## config.mk

```make
export PLATFORM = sky130hd
export DESIGN_NAME = gtc_top
export DESIGN_NICKNAME = d
export VERILOG_FILES = /design/src/rtl/gtc_pkg.sv /design/src/rtl/gtc_in_if.sv /design/src/rtl/gtc_input_stage.sv /design/src/rtl/gtc_top.sv
export SDC_FILE = /design/constraint.sdc
export NUM_CORES = 1
export LEC_CHECK = 0
export ABC_CLOCK_PERIOD_IN_PS = 2700
export BUFFER_PORTS_ARGS = -buffer_cell sky130_fd_sc_hd__buf_2
export CORE_ASPECT_RATIO = 1.75
export CORE_MARGIN = 2
export CORE_UTILIZATION = 51
export CTS_BUF_LIST = sky130_fd_sc_hd__clkbuf_2
export DETAILED_ROUTE_END_ITERATION = 10
export PLACE_DENSITY = 0.77
export SKIP_LAST_GASP = 1
export SLEW_MARGIN = 0
export SYNTH_ARGS = -nofsm -noshare
export SYNTH_HDL_FRONTEND = slang
export SYNTH_HIERARCHICAL = 1
export SYNTH_SLANG_ARGS = --single-unit
export TNS_END_PERCENT = 100
```

## constraint.sdc

```tcl
create_clock -name pclk -period 2.7 [get_ports pclk]
set_clock_uncertainty 0.2 [all_clocks]
set_input_delay 0.135 -clock pclk [delete_from_list [all_inputs] [get_ports pclk]]
set_output_delay 0.135 -clock pclk [all_outputs]
set_load 0.01 [all_outputs]
```

## src/rtl/gtc_pkg.sv

```systemverilog
package gtc_pkg;

    // bus geometry
    localparam int unsigned ADDR_W = 8;                 // apb address width
    localparam int unsigned DATA_W = 32;                // apb data width
    localparam int unsigned CNT_W  = 16;                // counter pair width
    localparam int unsigned PS_W   = 3;                 // prescale counter width

    // register byte offsets
    localparam logic [ADDR_W-1:0] OFS_TIMER_CONTROL = 8'h00;
    localparam logic [ADDR_W-1:0] OFS_GATE_CONTROL  = 8'h04;
    localparam logic [ADDR_W-1:0] OFS_COUNTER_PAIR  = 8'h08;
    localparam logic [ADDR_W-1:0] OFS_IRQ_STATUS    = 8'h0c;
    localparam logic [ADDR_W-1:0] OFS_IRQ_MASK      = 8'h10;

    // timer_control fields
    localparam int unsigned TC_TIMER_ON   = 0;          // count enable
    localparam int unsigned TC_SYNC_BYP   = 2;          // skip resampling
    localparam int unsigned TC_LP_OSC     = 3;          // oscillator enable, stored only
    localparam int unsigned TC_PS_LO      = 4;          // input_prescale low bit
    localparam int unsigned TC_CS_LO      = 6;          // clock source, stored only
    localparam logic [7:0]  TC_WMASK      = 8'hfd;      // bit 1 reads zero

    // gate_control fields
    localparam int unsigned GC_SRC_LO     = 0;          // gate_source_select, stored only
    localparam int unsigned GC_LEVEL      = 2;          // gate_level, read only
    localparam int unsigned GC_ARM_DONE   = 3;          // single_pulse_arm_done
    localparam int unsigned GC_SP_SEL     = 4;          // single_pulse_select
    localparam int unsigned GC_TOGGLE     = 5;          // gate_toggle_select
    localparam int unsigned GC_POLARITY   = 6;          // gate_polarity
    localparam int unsigned GC_ENABLE     = 7;          // gate_enable
    localparam logic [7:0]  GC_WMASK      = 8'hf3;      // stored bits

    // interrupt status bits
    localparam int unsigned IRQ_W         = 2;
    localparam int unsigned IRQ_OVF       = 0;          // counter wrapped
    localparam int unsigned IRQ_GATE_DONE = 1;          // acquisition finished

    // reset values
    localparam logic [7:0]       RST_CTRL  = 8'h00;
    localparam logic [CNT_W-1:0] RST_COUNT = 16'h0000;
    localparam logic [CNT_W-1:0] CNT_ONE   = 16'h0001;
    localparam logic [CNT_W-1:0] CNT_MAX   = 16'hffff;
    localparam logic [PS_W-1:0]  PS_ONE    = 3'h1;

    // prescale limits, divide by 1, 2, 4, 8
    localparam logic [PS_W-1:0]  PS_LIM_1  = 3'h0;
    localparam logic [PS_W-1:0]  PS_LIM_2  = 3'h1;
    localparam logic [PS_W-1:0]  PS_LIM_4  = 3'h3;
    localparam logic [PS_W-1:0]  PS_LIM_8  = 3'h7;

    // map input_prescale code to last prescaler value
    function automatic logic [PS_W-1:0] gtc_ps_limit(input logic [1:0] code);
        case (code)
            2'h3:    return PS_LIM_8;
            2'h2:    return PS_LIM_4;
            2'h1:    return PS_LIM_2;
            default: return PS_LIM_1;
        endcase
    endfunction

endpackage

```

## src/rtl/gtc_in_if.sv

```systemverilog
`timescale 1ns/1ps
// carries the resampled pin events from the input stage to the core
interface gtc_in_if;
    logic count_tick;                                   // one-cycle rising edge of count clock
    logic gate_sync;                                    // resampled raw gate pin
    logic sync_bypass;                                  // select unresampled count clock path
    modport src (output count_tick, output gate_sync, input sync_bypass);
    modport dst (input count_tick, input gate_sync, output sync_bypass);
endinterface

```

## src/rtl/gtc_input_stage.sv

```systemverilog
`timescale 1ns/1ps
// resamples count clock and gate pins into the pclk domain
module gtc_input_stage (
    input  wire logic pclk,
    input  wire logic presetn,
    input  wire logic count_clk_pin,
    input  wire logic gate_pin,
    gtc_in_if.src     port_o
);

    // all state of the stage
    typedef struct packed {
        logic [2:0] ck_sync;                            // count clock chain
        logic       ck_stable;                          // agreed count clock level
        logic       ck_stable_q;                        // previous agreed level
        logic       byp_reg;                            // single capture for bypass path
        logic       byp_prev;                           // previous capture
        logic [2:0] gt_sync;                            // gate chain
        logic       gt_stable;                          // agreed gate level
    } gtc_in_s;

    gtc_in_s st_reg;
    gtc_in_s st_next;

    // chains shift, level accepted once second and third agree
    always_comb
    begin
        st_next             = st_reg;
        st_next.ck_sync     = {st_reg.ck_sync[1:0], count_clk_pin};
        st_next.gt_sync     = {st_reg.gt_sync[1:0], gate_pin};
        st_next.ck_stable_q = st_reg.ck_stable;
        st_next.byp_reg     = count_clk_pin;
        st_next.byp_prev    = st_reg.byp_reg;
        // only stages two and three are compared
        if (st_reg.ck_sync[1] == st_reg.ck_sync[2])
        begin
            st_next.ck_stable = st_reg.ck_sync[2];
        end
        if (st_reg.gt_sync[1] == st_reg.gt_sync[2])
        begin
            st_next.gt_stable = st_reg.gt_sync[2];
        end
    end

    // state register
    always_ff @(posedge pclk or negedge presetn)
    begin
        if (!presetn)
        begin
            st_reg <= '0;
        end
        else
        begin
            st_reg <= st_next;
        end
    end

    // rising edge on the selected path
    assign port_o.count_tick = port_o.sync_bypass ? (st_reg.byp_reg & ~st_reg.byp_prev)
                                                  : (st_reg.ck_stable & ~st_reg.ck_stable_q);
    assign port_o.gate_sync  = st_reg.gt_stable;
endmodule // gtc_input_stage

```

## src/rtl/gtc_top.sv

```systemverilog
// The APB slave port and the address map were chosen for this implementation.
`timescale 1ns/1ps
// Functional notes
// - resample count clock unless bypass set
// - bypass set passes count clock unresampled
// - timer_on bit zero gates all counting
// - polarity picks high or low counting level
// - arm/done reads one only while waiting
// - gate_level bit shows applied gate state
// - gate_level updates whatever gate_enable says
// - software arms, gate_level fall clears arm
// - prescale codes divide by 1,2,4,8
module gtc_top (
    input  wire logic                        pclk,
    input  wire logic                        presetn,
    input  wire logic                        psel,
    input  wire logic                        penable,
    input  wire logic                        pwrite,
    input  wire logic [gtc_pkg::ADDR_W-1:0]  paddr,
    input  wire logic [gtc_pkg::DATA_W-1:0]  pwdata,
    output logic      [gtc_pkg::DATA_W-1:0]  prdata,
    output logic                             pready,
    output logic                             pslverr,
    input  wire logic                        count_clk_pin,
    input  wire logic                        gate_pin,
    output logic                             irq
);

    // all state of the core
    typedef struct packed {
        logic [7:0]                      tctl;          // timer_control
        logic [7:0]                      gctl;          // gate_control stored bits
        logic                            armed;         // single_pulse_arm_done
        logic                            sp_open;       // single pulse window opened
        logic                            toggle_ff;     // toggle mode flip-flop
        logic                            base_q;        // previous polarity-adjusted gate
        logic                            level_q;       // previous gate_level
        logic [gtc_pkg::PS_W-1:0]        ps_cnt;        // prescaler
        logic [gtc_pkg::CNT_W-1:0]       count;         // counter_pair
        logic [gtc_pkg::IRQ_W-1:0]       status;        // sticky events
        logic [gtc_pkg::IRQ_W-1:0]       mask;          // interrupt mask
        logic [gtc_pkg::DATA_W-1:0]      rdata;         // registered read data
    } gtc_core_s;

    gtc_core_s st_reg;
    gtc_core_s st_next;

    gtc_in_if in_bus ();                                // input stage link

    // pin resampling
    gtc_input_stage u_input (
        .pclk          (pclk),
        .presetn       (presetn),
        .count_clk_pin (count_clk_pin),
        .gate_pin      (gate_pin),
        .port_o        (in_bus.src)
    );

    // decoded fields
    logic       timer_on;                               // counting allowed
    logic       gate_enable;                            // gate controls counting
    logic       gate_pol;                               // counting level
    logic       sp_sel;                                 // single pulse mode
    logic       tog_sel;                                // toggle mode
    logic       gate_base;                              // gate after polarity
    logic       gate_level;                             // gate applied to counter
    logic       level_fall;                             // gate_level falling edge
    logic       count_en;                               // counter may advance
    logic       ps_wrap;                                // prescaler output pulse
    logic       wr_stb;                                 // write access phase
    logic       rd_setup;                               // read setup phase
    logic       addr_hit;                               // mapped address
    logic [gtc_pkg::PS_W-1:0] ps_lim;                   // prescaler last value
    logic [gtc_pkg::IRQ_W-1:0] irq_ev;                  // events raised this cycle

    assign timer_on    = st_reg.tctl[gtc_pkg::TC_TIMER_ON];
    assign gate_enable = st_reg.gctl[gtc_pkg::GC_ENABLE];
    assign gate_pol    = st_reg.gctl[gtc_pkg::GC_POLARITY];
    assign sp_sel      = st_reg.gctl[gtc_pkg::GC_SP_SEL];
    assign tog_sel     = st_reg.gctl[gtc_pkg::GC_TOGGLE];
    assign in_bus.sync_bypass = st_reg.tctl[gtc_pkg::TC_SYNC_BYP];

    // polarity: high counts when bit set, low counts when clear
    assign gate_base = gate_pol ? in_bus.gate_sync : ~in_bus.gate_sync;

    // applied gate: toggle flop, single pulse window, or plain level
    always_comb
    begin
        if (tog_sel)
        begin
            gate_level = st_reg.toggle_ff;
        end
        else
        begin
            gate_level = gate_base;
        end
        if (sp_sel)
        begin
            gate_level = gate_level & st_reg.sp_open;
        end
    end

    assign level_fall = st_reg.level_q & ~gate_level;

    // gate only matters while timer on
    assign count_en = timer_on & (~gate_enable | gate_level);
    assign ps_lim   = gtc_pkg::gtc_ps_limit(st_reg.tctl[gtc_pkg::TC_PS_LO +: 2]);
    assign ps_wrap  = count_en & in_bus.count_tick & (st_reg.ps_cnt == ps_lim);

    // apb decode
    always_comb
    begin
        case (paddr)
            gtc_pkg::OFS_TIMER_CONTROL,
            gtc_pkg::OFS_GATE_CONTROL,
            gtc_pkg::OFS_COUNTER_PAIR,
            gtc_pkg::OFS_IRQ_STATUS,
            gtc_pkg::OFS_IRQ_MASK:   addr_hit = 1'b1;
            default:                 addr_hit = 1'b0;
        endcase
    end

    assign wr_stb   = psel & penable & pwrite & addr_hit;
    assign rd_setup = psel & ~penable & ~pwrite;

    // next state
    always_comb
    begin
        st_next          = st_reg;
        st_next.base_q   = gate_base;
        st_next.level_q  = gate_level;
        irq_ev           = '0;

        // toggle flop follows rising edges of the adjusted gate
        if (!tog_sel)
        begin
            st_next.toggle_ff = 1'b0;
        end
        else if (gate_base && !st_reg.base_q)
        begin
            st_next.toggle_ff = ~st_reg.toggle_ff;
        end

        // window opens on a rising edge while armed
        if (st_reg.armed && gate_base && !st_reg.base_q)
        begin
            st_next.sp_open = 1'b1;
        end

        // hardware clear of arm on falling gate_level
        if (st_reg.armed && level_fall)
        begin
            st_next.armed   = 1'b0;
            st_next.sp_open = 1'b0;
            irq_ev[gtc_pkg::IRQ_GATE_DONE] = 1'b1;
        end

        // prescaler and counter
        if (count_en && in_bus.count_tick)
        begin
            if (ps_wrap)
            begin
                st_next.ps_cnt = '0;
                st_next.count  = st_reg.count + gtc_pkg::CNT_ONE;
                if (st_reg.count == gtc_pkg::CNT_MAX)
                begin
                    irq_ev[gtc_pkg::IRQ_OVF] = 1'b1;
                end
            end
            else
            begin
                st_next.ps_cnt = st_reg.ps_cnt + gtc_pkg::PS_ONE;
            end
        end

        st_next.status = st_reg.status | irq_ev;                    // sticky events

        // register writes
        if (wr_stb)
        begin
            case (paddr)
                gtc_pkg::OFS_TIMER_CONTROL:
                begin
                    st_next.tctl   = pwdata[7:0] & gtc_pkg::TC_WMASK;
                    st_next.ps_cnt = '0;                            // restart division
                end
                gtc_pkg::OFS_GATE_CONTROL:
                begin
                    st_next.gctl = pwdata[7:0] & gtc_pkg::GC_WMASK;
                    // software set beats a same-cycle hardware clear
                    if (pwdata[gtc_pkg::GC_ARM_DONE])
                    begin
                        st_next.armed   = 1'b1;
                        st_next.sp_open = 1'b0;
                    end
                    else
                    begin
                        st_next.armed   = 1'b0;
                        st_next.sp_open = 1'b0;
                    end
                end
                gtc_pkg::OFS_COUNTER_PAIR:
                begin
                    st_next.count  = pwdata[gtc_pkg::CNT_W-1:0];
                    st_next.ps_cnt = '0;
                end
                gtc_pkg::OFS_IRQ_STATUS:
                begin
                    // write one clears, unless the event repeats now
                    st_next.status = (st_reg.status & ~pwdata[gtc_pkg::IRQ_W-1:0]) | irq_ev;
                end
                gtc_pkg::OFS_IRQ_MASK:
                begin
                    st_next.mask = pwdata[gtc_pkg::IRQ_W-1:0];
                end
                default:
                begin
                    st_next.mask = st_reg.mask;
                end
            endcase
        end

        // read data captured in setup, stable through access
        if (rd_setup)
        begin
            st_next.rdata = '0;
            case (paddr)
                gtc_pkg::OFS_TIMER_CONTROL: st_next.rdata[7:0] = st_reg.tctl;
                gtc_pkg::OFS_GATE_CONTROL:
                begin
                    st_next.rdata[7:0] = st_reg.gctl;
                    st_next.rdata[gtc_pkg::GC_ARM_DONE] = st_reg.armed;
                    st_next.rdata[gtc_pkg::GC_LEVEL]    = gate_level;
                end
                gtc_pkg::OFS_COUNTER_PAIR:  st_next.rdata[gtc_pkg::CNT_W-1:0] = st_reg.count;
                gtc_pkg::OFS_IRQ_STATUS:    st_next.rdata[gtc_pkg::IRQ_W-1:0] = st_reg.status;
                gtc_pkg::OFS_IRQ_MASK:      st_next.rdata[gtc_pkg::IRQ_W-1:0] = st_reg.mask;
                default:                    st_next.rdata = '0;
            endcase
        end
    end

    // state register
    always_ff @(posedge pclk or negedge presetn)
    begin
        if (!presetn)
        begin
            st_reg      <= '0;
            st_reg.tctl <= gtc_pkg::RST_CTRL;
            st_reg.gctl <= gtc_pkg::RST_CTRL;
            st_reg.count <= gtc_pkg::RST_COUNT;
        end
        else
        begin
            st_reg <= st_next;
        end
    end

    // outputs
    assign prdata  = st_reg.rdata;
    assign pready  = 1'b1;                                  // zero wait states
    assign pslverr = psel & penable & ~addr_hit;
    assign irq     = |(st_reg.status & st_reg.mask);

    // software write to the counter this cycle
    logic cnt_wr;
    assign cnt_wr = wr_stb && (paddr == gtc_pkg::OFS_COUNTER_PAIR);
endmodule // gtc_top

```

==> key figures, run 1 <==
CTS
  • Clock tree from TritonCTS: built
  • Num CTS Buffers: 9
  • Number of buffers on the longest clock path: 2
  • Root Driver: sky130_fd_sc_hd__clkbuf_2
  • Clk pin slew, worst setup/hold paths: between 150 and 200 ps
  • Worst-skew pair later-pin latency: 520 ps
  • H-Tree Level Count: 3
  • TritonCTS sink count: 66

Timing
  • Setup tns final: 0 ps
  • Final Max Slew Viols: 0
  • Slew HR: 0.470
  • Final critical path time including I/O delays and setup: between 2000 and 3000 ps
  • Measured slew at the worst slew-check pin: 796 ps
  • Worst hold margin: 18.9 ps
  • Hold violation total from the final report: 0
  • Maximum clock rate: 392 MHz
  • Period Utilization, post-route: 0.945
  • Setup repair after global routing missed its margin: no
  • Number of endpoints failing setup at the final stage: 0

Global routing
  • GRT Residual Overflow: 0
  • Number of antenna violations at the first check in global routing: 0
  • Wire length of the first global-routing pass: 11,700 um
  • Overall routing resource usage: 0.209
  • Largest net degree at the start of global routing: 35
  • Via count of the first global-routing pass: 2,628

Worst setup path
  • Biggest fanout along the worst timing path: 9
  • Worst Path Class, Setup: in -> reg
  • Required time worst endpoint: 2910 ps
  • Startpoint kind of the worst setup timing path: primary input
  • Worst Path Arrival: ~2800 ps
  • Endpoint kind of the worst setup timing path: flop

Pwr
  • Ratio of total power to cell area: 523 nW/um2
  • Leakage Power: around 1.9 nW
  • Net Sw Power: roughly 0.6 mW
  • Combinational fraction of design power: 0.162
  • Int Pwr: 1.48 mW
  • Clock power share: 0.307
  • Maximum resistive drop on vdd: 292 uV
  • Switching Fraction: 0.288
  • Sequential Power Share: 0.530

Detailed routing
  • Iteration count of the initial detailed-routing pass: 5
  • Routed wire length per instance: 14.4 um
  • Final antenna-violating net count: 0
  • Via total after detailed routing: 2,557
  • Remaining routing DRC violations: 0
  • Starting DRC count in detailed routing: 212
  • Via density per instance: 5.30
  • Final wirelength: 6940 um

Logic synthesis
  • Largest family of logic cells by synthesized area: simple AND/OR/NAND/NOR gates
  • Number of enable flip-flop cells after synthesis: 0
  • Syn Std Cell Area: 3370 um2
  • Syn avg cell area: 10.3 um2
  • Multiplexer area fraction after synthesis: 0.0781
  • Post-synthesis share of cell area spent on and, or, nand and nor gates: 0.165
  • Fraction of the mapped netlist area in adder cells: 0.0141
  • Parity-gate share of the synthesized area counting xor and xnor cells: 0.0494
  • Number of warnings issued by yosys: 6
  • Post-synthesis async set-or-reset flop share: 1.00
  • Post-synthesis cell type with the largest combined area: sky130_fd_sc_hd__dfrtp_1
  • Post-synth top flop: sky130_fd_sc_hd__dfrtp_1
  • Synthesized-area fraction occupied by ao, oa, aoi and oai cells: 0.106
  • Proportion of synthesized chip area in sequential cells: 0.491
  • Cell count after synthesis: 326
  • Number of register bits inferred by synthesis: 66
  • Distinct cells, synth: 47
  • Top cell type's share of synthesized area: 0.491
  • Synth top area cells: sky130_fd_sc_hd__dfrtp_1 (49%), sky130_fd_sc_hd__buf_4 (7.4%), sky130_fd_sc_hd__mux2_2 (5.4%)

Floorplanning
  • Die ar.: 7290 um2
  • Chip Width: 65.4 um
  • Row cnt: 39
  • Initial standard-cell utilization of the core: 0.523
  • Die Y-Extent: 111 um
  • Area of the core: 6440 um2
  • I/O pin total: 82

Layout
  • Number of inserted diodes: 0
  • Number of flip-flops under the largest register name: 37
  • Footprint of the multi-input gates: 1460 um2
  • Area added between synthesis and finish: 18.0%
  • Layout cell share with drive strength beyond 1: 0.233
  • Number of nets at the end of the flow: 444
  • Filler cells: 553
  • Area occupied by registers: 1650 um2

Job
  • Number of max-cap violations: 0

Status
  • Result of the run: complete, no violations

Placement
  • PortBufs: 48
  • Final Wtd Congestion: 0.825
  • HPWL Detailed: around 5100 um

Hold path
  • Worst min-delay path category: in -> async
## cells in the final DEF (no fill, tap or decap), drive strengths merged, types with 2 or more instances in the layout
cell type    instances
or3                  2
bufinv               2
clkinv               4
dfrtp               66
dlygate4sd3         30
nand4                7
a22o                10
nor3b                3
and2                 2
xor2                 3
maj3                 2
a21oi               11
ha                   2
xnor2               16
nor4                10
clkbuf               9
inv                  7
mux2i                6
mux2                16
nand2b               3
nor3                 8
nand2               36
buf                 56
nor2b                3
nand3                7
o21ai               27
and4                 2
nor2                17
or4                  2
conb                17
## logic make-up (layout without fill, tap and decap cells)
kind of cell	Yosys count	count (layout)
xor gates and xnor gates	19	19
muxes	23	23
DFF	66	66
AOI/OAI and AO/OA	58	58
adders and majority gates	4	4
buffers and inverters	50	109
and+or+nand+nor	104	104
other	2	17
## synth_stat cells, types with 10 or more instances
cell and number:
sky130_fd_sc_hd__nor4_1 10, sky130_fd_sc_hd__xnor2_1 16, sky130_fd_sc_hd__buf_4 33, sky130_fd_sc_hd__nor2_1 17, sky130_fd_sc_hd__a22o_1 10, sky130_fd_sc_hd__mux2_2 16
sky130_fd_sc_hd__o21ai_0 23, sky130_fd_sc_hd__a21oi_1 11, sky130_fd_sc_hd__nand2_1 36, sky130_fd_sc_hd__dfrtp_1 66
## worst paths after layout
path | from | endpoint | slack (ps) | cells after the start
worst max-delay path | paddr[4] | st_reg[65] | 150 | 7
worst min-delay path | presetn | st_reg[53] | 20 | 2
worst max register to register | st_reg[72] | st_reg[46] | 240 | 6
worst min register to register | u_input/st_next[2] | u_input/st_next[3] | 180 | 0
max in group asynchronous | presetn | u_input/st_next[3] | 1550 | 3
min in group pclk | paddr[5] | prdata[2] | 40 | 6
## critical path, stage by stage
cell and delay (ps):
sky130_fd_sc_hd__dlygate4sd3_1 540, sky130_fd_sc_hd__buf_2 160, sky130_fd_sc_hd__nor3_4 240, sky130_fd_sc_hd__nand4_4 130, sky130_fd_sc_hd__dlygate4sd3_1 670, sky130_fd_sc_hd__nor3b_4 490, sky130_fd_sc_hd__mux2_2 390
## timing repair
item	CTS	global route
gates resized for setup	0	1
endpoints found under the hold margin	79	0
endpoints found under the setup margin	0	2
hold buffers	30	0
setup buffers	0	0
## power groups by stage
stage / clock network [mW] / registers (mW) / logic (mW)
floorplan: 0 / 1.10 / 0.231
global placement: 0 / 1.12 / 0.298
detailed placement: 0 / 1.12 / 0.306
CTS: 0.655 / 1.10 / 0.338
global route: 0.698 / 1.11 / 0.379
finish: 0.638 / 1.10 / 0.337
## per-layer routing
layer  wire [um]  vias to the layer above  track usage
met2        3650                       82        0.359
met5           0                        -            0
met3         282                       23       0.0374
met1        2730                     1208        0.228
met4         283                        0        0.138
li1            -                     1244            -
## metrics by stage
stage	total power [mW]	std cells	setup slack (ps)	instance area, um2	utilization
5_1_grt	2.19	482	37.8	3970	0.616
4_1_cts	2.09	482	77.5	3970	0.616
6_report	2.08	482	150	3970	0.616
3_5_place_dp	1.43	436	265	3540	0.549
2_1_floorplan	1.33	341	541	3420	-
3_3_place_gp	1.41	436	343	3540	0.549
## cell type report
cell class                 count  share of cell area
timing repair buffer          86               0.151
clock inverter                 7              0.0211
inverter                       7             0.00662
sequential                    66               0.416
multi-input combinational    225               0.368
tap                           82              0.0258
clock buffer                   9              0.0113
(Power assumes the default switching activity.)
==> run 2: changes to the inputs <==
==> constraint.sdc (replaced) <==
create_clock -name pclk -period 2.7 [get_ports pclk]
set_clock_uncertainty 0.2 [all_clocks]
set_input_delay 0.135 -clock pclk [delete_from_list [all_inputs] [get_ports pclk]]
set_output_delay 0.135 -clock pclk [all_outputs]
set_load 0.1 [all_outputs]
==> key figures, run 2 (synthesized netlist as in run 1, its figures left out) <==
Placement
  • PortBufs: 48 (unchanged)
  • HPWL Detailed: 4980 um (was 5050 um)
  • Final Wtd Congestion: 0.805 (was 0.825)

Detailed routing
  • Routed wire length per instance: 14.5 um (was 14.4 um)
  • Starting DRC count in detailed routing: 171 (was 212)
  • Final wirelength: 7040 um (was 6940 um)
  • Iteration count of the initial detailed-routing pass: 4 (was 5)
  • Via total after detailed routing: 2,598 (was 2,557)
  • Remaining routing DRC violations: 0 (unchanged)
  • Via density per instance: 5.37 (was 5.30)
  • Final antenna-violating net count: 0 (unchanged)

Timing
  • Hold violation total from the final report: 0 (unchanged)
  • Slew HR: 0.374 (was 0.470)
  • Measured slew at the worst slew-check pin: 935 ps (was 796 ps)
  • Maximum clock rate: 396 MHz (was 392 MHz)
  • Period Utilization, post-route: 0.934 (was 0.945)
  • Number of endpoints failing setup at the final stage: 0 (unchanged)
  • Final Max Slew Viols: 0 (unchanged)
  • Setup repair after global routing missed its margin: no (unchanged)
  • Setup tns final: 0 ps (unchanged)
  • Final critical path time including I/O delays and setup: 2520 ps (was 2550 ps)

Layout
  • Commonest cells after routing, fill and taps aside: sky130_fd_sc_hd__dfrtp_1 (66), sky130_fd_sc_hd__buf_2 (48), sky130_fd_sc_hd__nand2_1 (36) (unchanged)
  • Number of nets at the end of the flow: 446 (was 444)
  • Area occupied by registers: 1650 um2 (unchanged)
  • Most common cell after layout, fill and taps aside: sky130_fd_sc_hd__dfrtp_1 (unchanged)
  • Footprint of the multi-input gates: 1460 um2 (about the same)
  • Number of flip-flops under the largest register name: 37 (unchanged)
  • Layout cell share with drive strength beyond 1: 0.239 (was 0.233)
  • Number of inserted diodes: 0 (unchanged)
  • Filler cells: 555 (was 553)
  • Utilization after layout: 0.620 (was 0.616)
  • Area added between synthesis and finish: 18.7% (was 18.0%)

Floorplanning
  • Area of the core: 6440 um2 (unchanged)
  • I/O pin total: 82 (unchanged)
  • Die Y-Extent: 111 um (unchanged)
  • Die ar.: 7290 um2 (unchanged)
  • Chip Width: 65.4 um (unchanged)
  • Row cnt: 39 (unchanged)
  • Initial standard-cell utilization of the core: 0.523 (unchanged)

Global routing
  • GRT Residual Overflow: 0 (unchanged)
  • Via count of the first global-routing pass: 2,652 (was 2,628)
  • Largest net degree at the start of global routing: 25 (was 35)
  • Number of antenna violations at the first check in global routing: 0 (unchanged)
  • Wire length of the first global-routing pass: 12,000 um (was 11,700 um)
  • Overall routing resource usage: 0.213 (was 0.209)

Worst setup path
  • Sequence of cells on the critical path: dlygate4sd3_1 -> buf_2 -> nor3_4 -> nand4_4 -> dlygate4sd3_1 -> nor3b_4 -> mux2_2 (unchanged)
  • Largest stage delay on the critical path: 670 ps (about the same)
  • Slowest cell on the critical path: sky130_fd_sc_hd__dlygate4sd3_1 (unchanged)
  • Worst Path Class, Setup: in -> reg (unchanged)
  • Endpoint kind of the worst setup timing path: flop (unchanged)
  • Biggest fanout along the worst timing path: 9 (unchanged)
  • Required time worst endpoint: 2900 ps (was 2910 ps)
  • Count of cells along the worst register-to-register path: 6 (unchanged)
  • Most frequent CP cell: sky130_fd_sc_hd__dlygate4sd3_1 (unchanged)
  • Startpoint kind of the worst setup timing path: primary input (unchanged)
  • Worst Path Arrival: 2730 ps (was 2760 ps)

Hold path
  • Worst hold stages: 2
  • Worst min-delay path category: in -> reg (was in -> async)

CTS
  • TritonCTS sink count: 66 (unchanged)
  • Root Driver: sky130_fd_sc_hd__clkbuf_2 (unchanged)
  • Clk pin slew, worst setup/hold paths: 170 ps (was 160 ps)
  • Worst-skew pair later-pin latency: 510 ps (was 520 ps)
  • Number of gates given a new drive strength after cts: 0 (unchanged)
  • Clock tree from TritonCTS: built (unchanged)
  • Number of buffers on the longest clock path: 2 (unchanged)
  • Num CTS Buffers: 9 (unchanged)
  • H-Tree Level Count: 3 (unchanged)

Pwr
  • Ratio of total power to cell area: 551 nW/um2 (was 523 nW/um2)
  • Leakage Power: 1.87 nW (was 1.85 nW)
  • Maximum resistive drop on vdd: 364 uV (was 292 uV)

Job
  • Number of max-cap violations: 0 (unchanged)

Status
  • Result of the run: complete, no violations (unchanged)
-- run 2: final timing paths --
path	from	endpoint	slack (ps)
worst max-delay path	paddr[4]	st_reg[65]	180
worst min-delay path	count_clk_pin	u_input/st_next[9]	50
worst max register to register	st_reg[72]	st_reg[46]	280
worst min register to register	u_input/st_next[2]	u_input/st_next[3]	190
max in group asynchronous	presetn	st_reg[73]	510
min in group asynchronous	presetn	prdata[0]	500
-- run 2: what timing repair did --
item / 4_1_cts / 5_1_grt
hold buffers: 32 / 0
setup buffers: 0 / 0
hold endpoints to repair: 113 / 0
-- run 2: per-layer routing --
metal  up-vias  GRT usage  part of all wire
met2        94      0.365              0.54
met4         0      0.115             0.032
met5         -          0                 0
met3        20     0.0444             0.049
li1       1245          -                 -
met1      1239      0.242              0.38
-- run 2: cell type report --
cell class / instances / area share
Sequential cell: 66 / 0.413
Multi-Input combinational cell: 225 / 0.366
Timing Repair Buffer: 88 / 0.155
Tap cell: 82 / 0.0257
Clock inverter: 6 / 0.0204
Clock buffer: 10 / 0.0125
Inverter: 7 / 0.00658
-- run 2: per-stage QoR --
step	power (mW)	hold WS, ps	instances	cell area (um2)	worst slack, ps
2_1_floorplan	1.44	-361	341	3430	541
3_3_place_gp	1.52	-76.4	436	3540	330
3_5_place_dp	1.53	-55.0	436	3540	296
4_1_cts	2.22	1.77	484	4000	194
5_1_grt	2.32	9.80	484	4000	112
6_report	2.20	52.4	484	4000	177
-- run 2: worst max-delay path: cells and delay by family --
family	cells	cell delay, ps
buffers and inverters	3	1350
muxes	1	390
and+or+nand+nor	3	850
-- run 2: where the power goes --
part           leakage, nW  switching [mW]  internal (mW)
combinational        0.977           0.305          0.143
sequential           0.809          0.0600           1.04
clock               0.0793           0.347          0.304
total                 1.87           0.712           1.49
